### src/rtl/pmd_pkg.sv
/*
 * package for the peripheral module disable block: register offsets,
 * field positions, reset values and the bus carrier structs.
 * assumes an axi4-lite master with 32-bit data on the register side.
 */
package pmd_pkg;
    // ------------------------------------------------------------
    // register map (byte addresses)
    // ------------------------------------------------------------
    localparam logic [7:0] MODULE_DISABLE_CTRL_0_OFFSET = 8'h00;
    localparam logic [7:0] MODULE_DISABLE_CTRL_2_OFFSET = 8'h08;
    localparam logic [7:0] MODULE_STATUS_OFFSET = 8'h0c;
    // ------------------------------------------------------------
    // field positions
    // ------------------------------------------------------------
    localparam int SYS_CLOCK_GATE_BIT = 7;
    localparam int DAC_OFF_BIT = 6;
    localparam int ADC_OFF_BIT = 5;
    localparam int COMPARATOR_TWO_OFF_BIT = 2;
    localparam int COMPARATOR_ONE_OFF_BIT = 1;
    localparam int ZERO_CROSS_OFF_BIT = 0;
    localparam logic [7:0] CTRL_0_MASK = 8'h80;
    localparam logic [7:0] CTRL_2_MASK = 8'h67;
    // ------------------------------------------------------------
    // reset values
    // ------------------------------------------------------------
    localparam logic [7:0] CTRL_RESET = 8'h00;
    localparam int NUM_MODULES = 5;
    // ------------------------------------------------------------
    // axi response codes
    // ------------------------------------------------------------
    localparam logic [1:0] RESP_OKAY = 2'h0;
    localparam logic [1:0] RESP_SLVERR = 2'h2;
    // ------------------------------------------------------------
    // carriers
    // ------------------------------------------------------------
    typedef struct packed {
        logic [7:0] addr;
        logic [31:0] data;
        logic [3:0] strb;
    } write_req_s;
    typedef struct packed {
        logic dac;
        logic adc;
        logic comparator_two;
        logic comparator_one;
        logic zero_cross_detector;
    } module_vec_s;
endpackage : pmd_pkg

### src/rtl/peripheral_module_disable.sv
/*
 * peripheral module disable: software-controlled clock gating, reset hold
 * and register-access blocking for five analog peripherals plus the
 * system-clock feed to the peripheral clock network.
 * assumes one system clock, an axi4-lite master, and a static nonvolatile
 * configuration level for the zero-cross detector (sampled through two flops).
 */
// The register offsets and the AXI4-Lite interface to the registers are this design's own decisions.
`timescale 1ns/10ps

// Function
// [RQ1] any reset clears every disable bit
// [RQ2] gate bit stops peripheral system clock feed
// [RQ3] only system-clock consumers lose their clock
// [RQ4] control register 2 bits six,five,two,one,zero
// [RQ5] zero-cross disable qualified by configuration bit
// [RQ6] disabled module: clock off, reset, regs blocked
// [RQ7] re-enabled module restarts from power-on state
// [RQ8] software waits one cycle after re-enable
// [RQ9] unimplemented bits ignore writes, read zero
module peripheral_module_disable (
    // clock and reset
    input wire logic clock_in,
    input wire logic arst_n_in,
    // axi4-lite write address
    input wire logic awvalid_in,
    input wire logic [7:0] awaddr_in,
    output logic awready_out,
    // axi4-lite write data
    input wire logic wvalid_in,
    input wire logic [31:0] wdata_in,
    input wire logic [3:0] wstrb_in,
    output logic wready_out,
    // axi4-lite write response
    output logic bvalid_out,
    output logic [1:0] bresp_out,
    input wire logic bready_in,
    // axi4-lite read
    input wire logic arvalid_in,
    input wire logic [7:0] araddr_in,
    output logic arready_out,
    output logic rvalid_out,
    output logic [31:0] rdata_out,
    output logic [1:0] rresp_out,
    input wire logic rready_in,
    // nonvolatile configuration and per-peripheral system clock use
    input wire logic zero_cross_config_in,
    input wire logic [pmd_pkg::NUM_MODULES-1:0] uses_sys_clock_in,
    // peripheral controls
    output logic peripheral_sys_clock_en_out,
    output logic [pmd_pkg::NUM_MODULES-1:0] module_clock_en_out,
    output logic [pmd_pkg::NUM_MODULES-1:0] module_reset_out,
    output logic [pmd_pkg::NUM_MODULES-1:0] module_access_en_out
);
    // ------------------------------------------------------------
    // state
    // ------------------------------------------------------------
    typedef enum logic [2:0] {
        WR_IDLE = 3'b001,
        WR_HALF = 3'b010,
        WR_RESP = 3'b100
    } write_state_e;

    write_state_e wr_state;
    pmd_pkg::write_req_s wr_req;
    logic aw_held;
    logic w_held;
    logic aw_take;
    logic w_take;
    logic [7:0] module_disable_ctrl_0;
    logic [7:0] module_disable_ctrl_2;
    logic zero_cross_meta;
    logic zero_cross_config;
    pmd_pkg::module_vec_s off_vec;
    logic [pmd_pkg::NUM_MODULES-1:0] off_bits;
    logic wr_fire;
    logic [7:0] next_ctrl_0;
    logic [7:0] next_ctrl_2;
    logic [1:0] next_bresp;

    // ------------------------------------------------------------
    // configuration level synchroniser
    // ------------------------------------------------------------
    always_ff @(posedge clock_in or negedge arst_n_in) begin
        if (!arst_n_in) begin
            zero_cross_meta <= 1'b0;
            zero_cross_config <= 1'b0;
        end else begin
            zero_cross_meta <= zero_cross_config_in;
            zero_cross_config <= zero_cross_meta;
        end
    end

    // ------------------------------------------------------------
    // write channel: address and data taken in either order
    // ------------------------------------------------------------
    // a half counts only once its ready was up; valid alone must not start a response
    assign aw_take = awvalid_in && awready_out;
    assign w_take = wvalid_in && wready_out;
    assign wr_fire = (wr_state != WR_RESP) && (aw_held || aw_take) && (w_held || w_take);

    always_ff @(posedge clock_in or negedge arst_n_in) begin
        if (!arst_n_in) begin
            wr_state <= WR_IDLE;
            aw_held <= 1'b0;
            w_held <= 1'b0;
            wr_req <= '0;
        end else begin
            case (wr_state)
                WR_IDLE, WR_HALF: begin
                    if (aw_take) begin
                        wr_req.addr <= awaddr_in;
                    end
                    if (w_take) begin
                        wr_req.data <= wdata_in;
                        wr_req.strb <= wstrb_in;
                    end
                    if (wr_fire) begin
                        aw_held <= 1'b0;
                        w_held <= 1'b0;
                        wr_state <= WR_RESP;
                    end else begin
                        aw_held <= aw_held || aw_take;
                        w_held <= w_held || w_take;
                        wr_state <= (aw_held || aw_take || w_held || w_take) ? WR_HALF : WR_IDLE;
                    end
                end
                WR_RESP: begin
                    if (bready_in && bvalid_out) begin
                        wr_state <= WR_IDLE;
                    end
                end
                default: begin
                    wr_state <= WR_IDLE;
                end
            endcase
        end
    end

    // ready only while the matching half is not yet captured
    always_ff @(posedge clock_in or negedge arst_n_in) begin
        if (!arst_n_in) begin
            awready_out <= 1'b0;
            wready_out <= 1'b0;
        end else begin
            awready_out <= !wr_fire && (wr_state != WR_RESP) && !(aw_held || aw_take);
            wready_out <= !wr_fire && (wr_state != WR_RESP) && !(w_held || w_take);
        end
    end

    // ------------------------------------------------------------
    // control registers and write decode
    // ------------------------------------------------------------
    // the bus stage latches halves only on handshake; commit uses the latched copy of a held half, else the live bus input
    logic commit;
    logic [7:0] commit_addr;
    logic [7:0] commit_data;
    logic commit_lane;

    always_comb begin
        commit = (wr_state != WR_RESP) && (aw_held || (awvalid_in && awready_out))
            && (w_held || (wvalid_in && wready_out));
        commit_addr = aw_held ? wr_req.addr : awaddr_in;
        commit_data = w_held ? wr_req.data[7:0] : wdata_in[7:0];
        commit_lane = w_held ? wr_req.strb[0] : wstrb_in[0];
        next_ctrl_0 = module_disable_ctrl_0;
        next_ctrl_2 = module_disable_ctrl_2;
        next_bresp = pmd_pkg::RESP_OKAY;
        if (commit) begin
            case (commit_addr)
                pmd_pkg::MODULE_DISABLE_CTRL_0_OFFSET: begin
                    if (commit_lane) begin
                        next_ctrl_0 = commit_data & pmd_pkg::CTRL_0_MASK; // RQ9
                    end
                end
                pmd_pkg::MODULE_DISABLE_CTRL_2_OFFSET: begin
                    if (commit_lane) begin
                        next_ctrl_2 = commit_data & pmd_pkg::CTRL_2_MASK; // RQ4 RQ9
                    end
                end
                pmd_pkg::MODULE_STATUS_OFFSET: begin
                    next_bresp = pmd_pkg::RESP_OKAY;
                end
                default: begin
                    next_bresp = pmd_pkg::RESP_SLVERR;
                end
            endcase
        end
    end

    always_ff @(posedge clock_in or negedge arst_n_in) begin
        if (!arst_n_in) begin
            module_disable_ctrl_0 <= pmd_pkg::CTRL_RESET; // RQ1
            module_disable_ctrl_2 <= pmd_pkg::CTRL_RESET; // RQ1
        end else begin
            module_disable_ctrl_0 <= next_ctrl_0;
            module_disable_ctrl_2 <= next_ctrl_2;
        end
    end

    always_ff @(posedge clock_in or negedge arst_n_in) begin
        if (!arst_n_in) begin
            bvalid_out <= 1'b0;
            bresp_out <= pmd_pkg::RESP_OKAY;
        end else if (commit) begin
            bvalid_out <= 1'b1;
            bresp_out <= next_bresp;
        end else if (bready_in) begin
            bvalid_out <= 1'b0;
        end
    end

    // ------------------------------------------------------------
    // read channel: one cycle after the address is taken
    // ------------------------------------------------------------
    logic [31:0] read_word;
    logic read_ok;

    always_comb begin
        read_word = 32'h0000_0000;
        read_ok = 1'b1;
        case (araddr_in)
            pmd_pkg::MODULE_DISABLE_CTRL_0_OFFSET: read_word = {24'h00_0000, module_disable_ctrl_0};
            pmd_pkg::MODULE_DISABLE_CTRL_2_OFFSET: read_word = {24'h00_0000, module_disable_ctrl_2};
            pmd_pkg::MODULE_STATUS_OFFSET: read_word = {27'h000_0000, off_bits};
            default: read_ok = 1'b0;
        endcase
    end

    always_ff @(posedge clock_in or negedge arst_n_in) begin
        if (!arst_n_in) begin
            arready_out <= 1'b0;
            rvalid_out <= 1'b0;
            rdata_out <= 32'h0000_0000;
            rresp_out <= pmd_pkg::RESP_OKAY;
        end else if (arvalid_in && arready_out) begin
            arready_out <= 1'b0;
            rvalid_out <= 1'b1;
            rdata_out <= read_word;
            rresp_out <= read_ok ? pmd_pkg::RESP_OKAY : pmd_pkg::RESP_SLVERR;
        end else if (rvalid_out) begin
            if (rready_in) begin
                rvalid_out <= 1'b0;
                arready_out <= 1'b1;
            end
        end else begin
            arready_out <= 1'b1;
        end
    end

    // ------------------------------------------------------------
    // per-module controls
    // ------------------------------------------------------------
    always_comb begin
        off_vec.dac = module_disable_ctrl_2[pmd_pkg::DAC_OFF_BIT]; // RQ4
        off_vec.adc = module_disable_ctrl_2[pmd_pkg::ADC_OFF_BIT];
        off_vec.comparator_two = module_disable_ctrl_2[pmd_pkg::COMPARATOR_TWO_OFF_BIT];
        off_vec.comparator_one = module_disable_ctrl_2[pmd_pkg::COMPARATOR_ONE_OFF_BIT];
        // configuration bit set forces the detector off regardless of software
        off_vec.zero_cross_detector = module_disable_ctrl_2[pmd_pkg::ZERO_CROSS_OFF_BIT]
            || zero_cross_config; // RQ5
        off_bits = off_vec;
    end

    always_ff @(posedge clock_in or negedge arst_n_in) begin
        if (!arst_n_in) begin
            peripheral_sys_clock_en_out <= 1'b1;
        end else begin
            peripheral_sys_clock_en_out <= !module_disable_ctrl_0[pmd_pkg::SYS_CLOCK_GATE_BIT]; // RQ2
        end
    end

    genvar m;
    generate
        for (m = 0; m < pmd_pkg::NUM_MODULES; m++) begin : g_module
            always_ff @(posedge clock_in or negedge arst_n_in) begin
                if (!arst_n_in) begin
                    module_clock_en_out[m] <= 1'b1;
                    module_reset_out[m] <= 1'b0;
                    module_access_en_out[m] <= 1'b1;
                end else begin
                    // clearing the bit drops reset one edge later; module starts from power-on state
                    module_clock_en_out[m] <= !off_bits[m]
                        && !(uses_sys_clock_in[m] && module_disable_ctrl_0[pmd_pkg::SYS_CLOCK_GATE_BIT]); // RQ3 RQ6
                    module_reset_out[m] <= off_bits[m]; // RQ6 RQ7
                    module_access_en_out[m] <= !off_bits[m]; // RQ6
                end
            end
        end
    endgenerate
endmodule : peripheral_module_disable

### config.mk
export PLATFORM = sky130hd
export DESIGN_NAME = peripheral_module_disable
export DESIGN_NICKNAME = d
export VERILOG_FILES = /design/src/rtl/pmd_pkg.sv /design/src/rtl/peripheral_module_disable.sv
export SDC_FILE = /design/constraint.sdc
export NUM_CORES = 1
export LEC_CHECK = 0
export BUFFER_PORTS_ARGS = -buffer_cell sky130_fd_sc_hd__buf_2
export CAP_MARGIN = 25
export CORE_AREA = 2 2 77 79
export DETAILED_ROUTE_END_ITERATION = 16
export DIE_AREA = 0 0 79 81
export GPL_TIMING_DRIVEN = 0
export PLACE_DENSITY = 0.87
export SYNTH_ARGS = -nofsm -noshare
export SYNTH_HDL_FRONTEND = slang
export SYNTH_SLANG_ARGS = --single-unit
export TNS_END_PERCENT = 20
### constraint.sdc
create_clock -name clock_in -period 1.9 [get_ports clock_in]
set_clock_uncertainty 0.1 [all_clocks]
set_input_delay 0.38 -clock clock_in [delete_from_list [all_inputs] [get_ports clock_in]]
set_output_delay 0.38 -clock clock_in [all_outputs]
set_load 0.02 [all_outputs]
==> results.sh <==
export IMPL_final_layout_size_suffix_gt1_frac=0.4983
export IMPL_cp_cell_sequence="xor2_1 > nand2b_1 > clkbuf_1 > nor2_2 > mux2_2"
export IMPL_fin_ws_ns=-0.006573
export IMPL_first_global_vias=1614
export IMPL_fin_util=0.5712
export IMPL_postCtsSetupBuffers=0
export IMPL_synth_simple_area_share=0.08890
export IMPL_gr_total_overflow=0
export IMPL_port_buffers=66
export IMPL_final_cells=378
export IMPL_p_comb_frac=0.277
export IMPL_antenna_left=0
export IMPL_synth_top_family_by_area="multiplexers"
export IMPL_hp_class="in -> reg"
export IMPL_outcome="complete, but fails checks"
export IMPL_start_kind="flip-flop"
export IMPL_switching_share=0.3112
export IMPL_slew_headroom=0.5896
export IMPL_grt_use_met2=0.2441
export IMPL_vias=1713
export IMPL_fp_row_count=28
export IMPL_clock_path_buffers=2
export IMPL_path_clk_slew_ns=0.07
export IMPL_crit_path_end="wr_req[39]$_DFFE_PN0P_"
export IMPL_wirelength_um=4576
export IMPL_grt_antenna_before_repair=0
export IMPL_startpoint="wr_state[0]$_DFFE_PN1P_"
export IMPL_whs_path_depth=1
export IMPL_p_seq_frac=0.443
export IMPL_die_area_um2=6399
export IMPL_antennaDiodeCount=0
export IMPL_rrSetupSlack_ns=-0.007
export IMPL_start_util=0.4389
export IMPL_whs_ns=0.05528
export IMPL_grt_use_met3=0.03222
export IMPL_gp_congestion=0.7838
export IMPL_remaining_drc_errors=0
export IMPL_finalSetupViolations=4
export IMPL_final_nets=363
export IMPL_irDropWorstVdd_v=0.0004928
export IMPL_fmax_ghz=0.5245
export IMPL_tritoncts="yes"
export IMPL_rsz0062_at_grt="true"
export IMPL_drv_slew=0
export IMPL_ys_seq_area_frac=0.5987
export IMPL_clock_latency_ns=0.33
export IMPL_min_period_over_period=1.003
export IMPL_p_clk_frac=0.280
export IMPL_grt_max_degree=37
export IMPL_htree_num_levels=3
export IMPL_grt_pass1_wl_um=7307
export IMPL_fp_dieH_um=81
export IMPL_crit_slowest_cell="dfstp_2"
export IMPL_p_leak_nw=1.670
export IMPL_dr_pass1_iters=4
export IMPL_min_period_ns=1.907
export IMPL_numCtsBuffers=9
export IMPL_synth_seq_cells=59
export IMPL_yosysUniqueCellTypes=35
export IMPL_syn2layout_area_growth_pct=30.14
export IMPL_synthMuxAreaShare=0.1316
export IMPL_violations="negative setup slack"
export IMPL_grtUsageMet1=0.1810
export IMPL_crit_arrival_ns=2.01
export IMPL_cp_end_kind="flip-flop"
export IMPL_p_per_area_nw_per_um2=1228
export IMPL_boundaryPins=122
export IMPL_track_usage=0.1512
export IMPL_drv_cap=0
export IMPL_wire_per_inst_um=12.11
export IMPL_r2r_end="wr_req[39]$_DFFE_PN0P_"
export IMPL_hold_viol_final=0
export IMPL_die_w_um=79
export IMPL_reg2reg_from="wr_state[0]$_DFFE_PN1P_"
export IMPL_intPower_mw=2.743
export IMPL_cts_repair_resized=0
export IMPL_synth_compound_area_share=0.07634
export IMPL_path_max_fanout=9
export IMPL_cts_root_buffer="clkbuf_8"
export IMPL_grt_busiest_layer="met2"
export IMPL_yosys_warnings=0
export IMPL_synthXorXnorAreaFrac=0.003516
export IMPL_ff2ff_path_depth=5
export IMPL_p_switching_mw=1.239
export IMPL_finalPower_mw=3.982
export IMPL_core_um2=5675
export IMPL_synthCells=194
export IMPL_tightestPinTransition_ns=0.6143
export IMPL_netlist_area_um2=2491
export IMPL_drt_initial_drc_count=92
export IMPL_dpl_hpwl_um=3524
export IMPL_critPathKind="reg -> reg"
export IMPL_cp_required_ns=2.01
export IMPL_cp_slowest_stage_delay_ns=0.53
export IMPL_routed_via_density=4.532
export IMPL_synth_fa_ha_area_frac=0
export IMPL_place_inst=361
export IMPL_cts_sinks=59
export IMPL_avgSynthCellArea_um2=12.84
routing by layer:
metal | part of all wire | wire length [um] | vias to the layer above
met5 | 0 | 0 | -
met2 | 0.52 | 2358 | 55
met4 | 0.025 | 116 | 0
met1 | 0.40 | 1835 | 816
li1 | - | - | 829
met3 | 0.058 | 265 | 13
what timing repair did:
action                                  4_1_cts  5_1_grt
hold buffers                                  1        0
endpoints found under the setup margin       15       16
pin swaps                                     0        1
endpoints found under the hold margin        21        0
layout make-up:
cell class	instances	area (um^2)
inverter	10	37.54
multi-input combinational	121	845.8
clock buffer	10	137.6
tap	75	93.84
sequential	59	1491
timing repair buffer	68	360.3
clock inverter	6	65.06
buffer	29	210.2
fill	476	2434
worst max-delay path: cells and delay by family (launching register included):
kind | cells | cell delay, ns
mux | 1 | 0.39
buf+inv | 1 | 0.18
xor+xnor | 1 | 0.14
simple gates | 2 | 0.44
flops | 1 | 0.53
layout by cell type (no fill, tap or decap), drive strengths merged, types with 4 or more instances in the layout:
cell type,netlist,routed
clkinv,0,4
buf,27,94
inv,10,10
clkbuf,2,12
o21ai,5,5
nand2,10,10
mux2i,11,11
dfrtp,47,47
dfstp,12,12
conb,1,26
nor2,6,6
nor3,4,4
a21oi,14,14
mux2,19,19
cell families after synthesis:
| logic type | Yosys count |
|---|---|
| compound gates | 29 |
| xor+xnor | 1 |
| buf+inv | 39 |
| flops | 59 |
| mux | 30 |
| other cells | 1 |
| simple gates | 35 |
registers in the layout (all words and copies together) (netlist names):
name,cells
aw_held,1
rresp_out,1
arready_out,1
wr_req,15
rvalid_out,1
awready_out,1
zero_cross_meta,1
peripheral_sys_clock_en_out,1
bresp_out,1
bvalid_out,1
w_held,1
wready_out,1
module_reset_out,5
module_clock_en_out,5
module_disable_ctrl_2,5
module_access_en_out,5
module_disable_ctrl_0,1
rdata_out,8
wr_state,3
zero_cross_config,1
per-stage QoR:
| step | setup TNS [ns] | setup slack, ns | cell area, um^2 |
|---|---|---|---|
| after floorplan | 0 | 0.1644 | 2585 |
| after global placement | 0 | 0.009439 | 3009 |
| after detailed placement | -0.1062 | -0.08244 | 3029 |
| after CTS | -0.1988 | -0.02392 | 3242 |
| after global routing | -1.392 | -0.1011 | 3242 |
| final | -0.02209 | -0.006573 | 3242 |
power groups by stage:
stage	combinational, mW	clock (mW)	sequential (mW)
2_1_floorplan	0.743	0	1.84
3_3_place_gp	1.07	0	1.77
3_5_place_dp	1.11	0	1.79
4_1_cts	1.11	1.15	1.76
5_1_grt	1.21	1.20	1.80
6_report	1.10	1.12	1.76
synth_stat cells:
library cell	n	area share
dfrtp_1	47	0.47
buf_4	27	0.081
mux2_2	17	0.077
a21oi_1	12	0.024
dfstp_2	12	0.13
mux2i_1	11	0.044
inv_1	10	0.015
nand2_1	10	0.015
o21ai_0	5	0.010
a32o_1	3	0.012
nor2_1	3	0.0045
nor2_2	3	0.0075
nor2b_1	3	0.0075
a21o_1	2	0.0060
a21oi_2	2	0.0070
a22o_1	2	0.0070
clkbuf_1	2	0.0030
nand2b_1	2	0.0050
nand3_1	2	0.0040
nor3_1	2	0.0040
nor4_1	2	0.0050
o22a_1	2	0.0070
and4_1	1	0.0035
conb_1	1	0.0015
mux2_1	1	0.0045
mux2_4	1	0.0060
nand3_4	1	0.0070
nand4_2	1	0.0050
nor3_2	1	0.0040
nor3_4	1	0.0065
nor3b_1	1	0.0030
o31ai_1	1	0.0030
or2_2	1	0.0025
or4_4	1	0.0045
xor2_1	1	0.0035
how the worst min path moves through the flow:
| stage | end | start |
|---|---|---|
| floorplan | arready_out$_DFFE_PN0P_ | arst_n_in |
| global placement | zero_cross_config$_DFF_PN0_ | zero_cross_meta$_DFF_PN0_ |
| detailed placement | zero_cross_config$_DFF_PN0_ | zero_cross_meta$_DFF_PN0_ |
| CTS | zero_cross_meta$_DFF_PN0_ | zero_cross_config_in |
| global route | zero_cross_meta$_DFF_PN0_ | zero_cross_config_in |
| finish | zero_cross_meta$_DFF_PN0_ | zero_cross_config_in |
(Power assumes the default switching activity.)
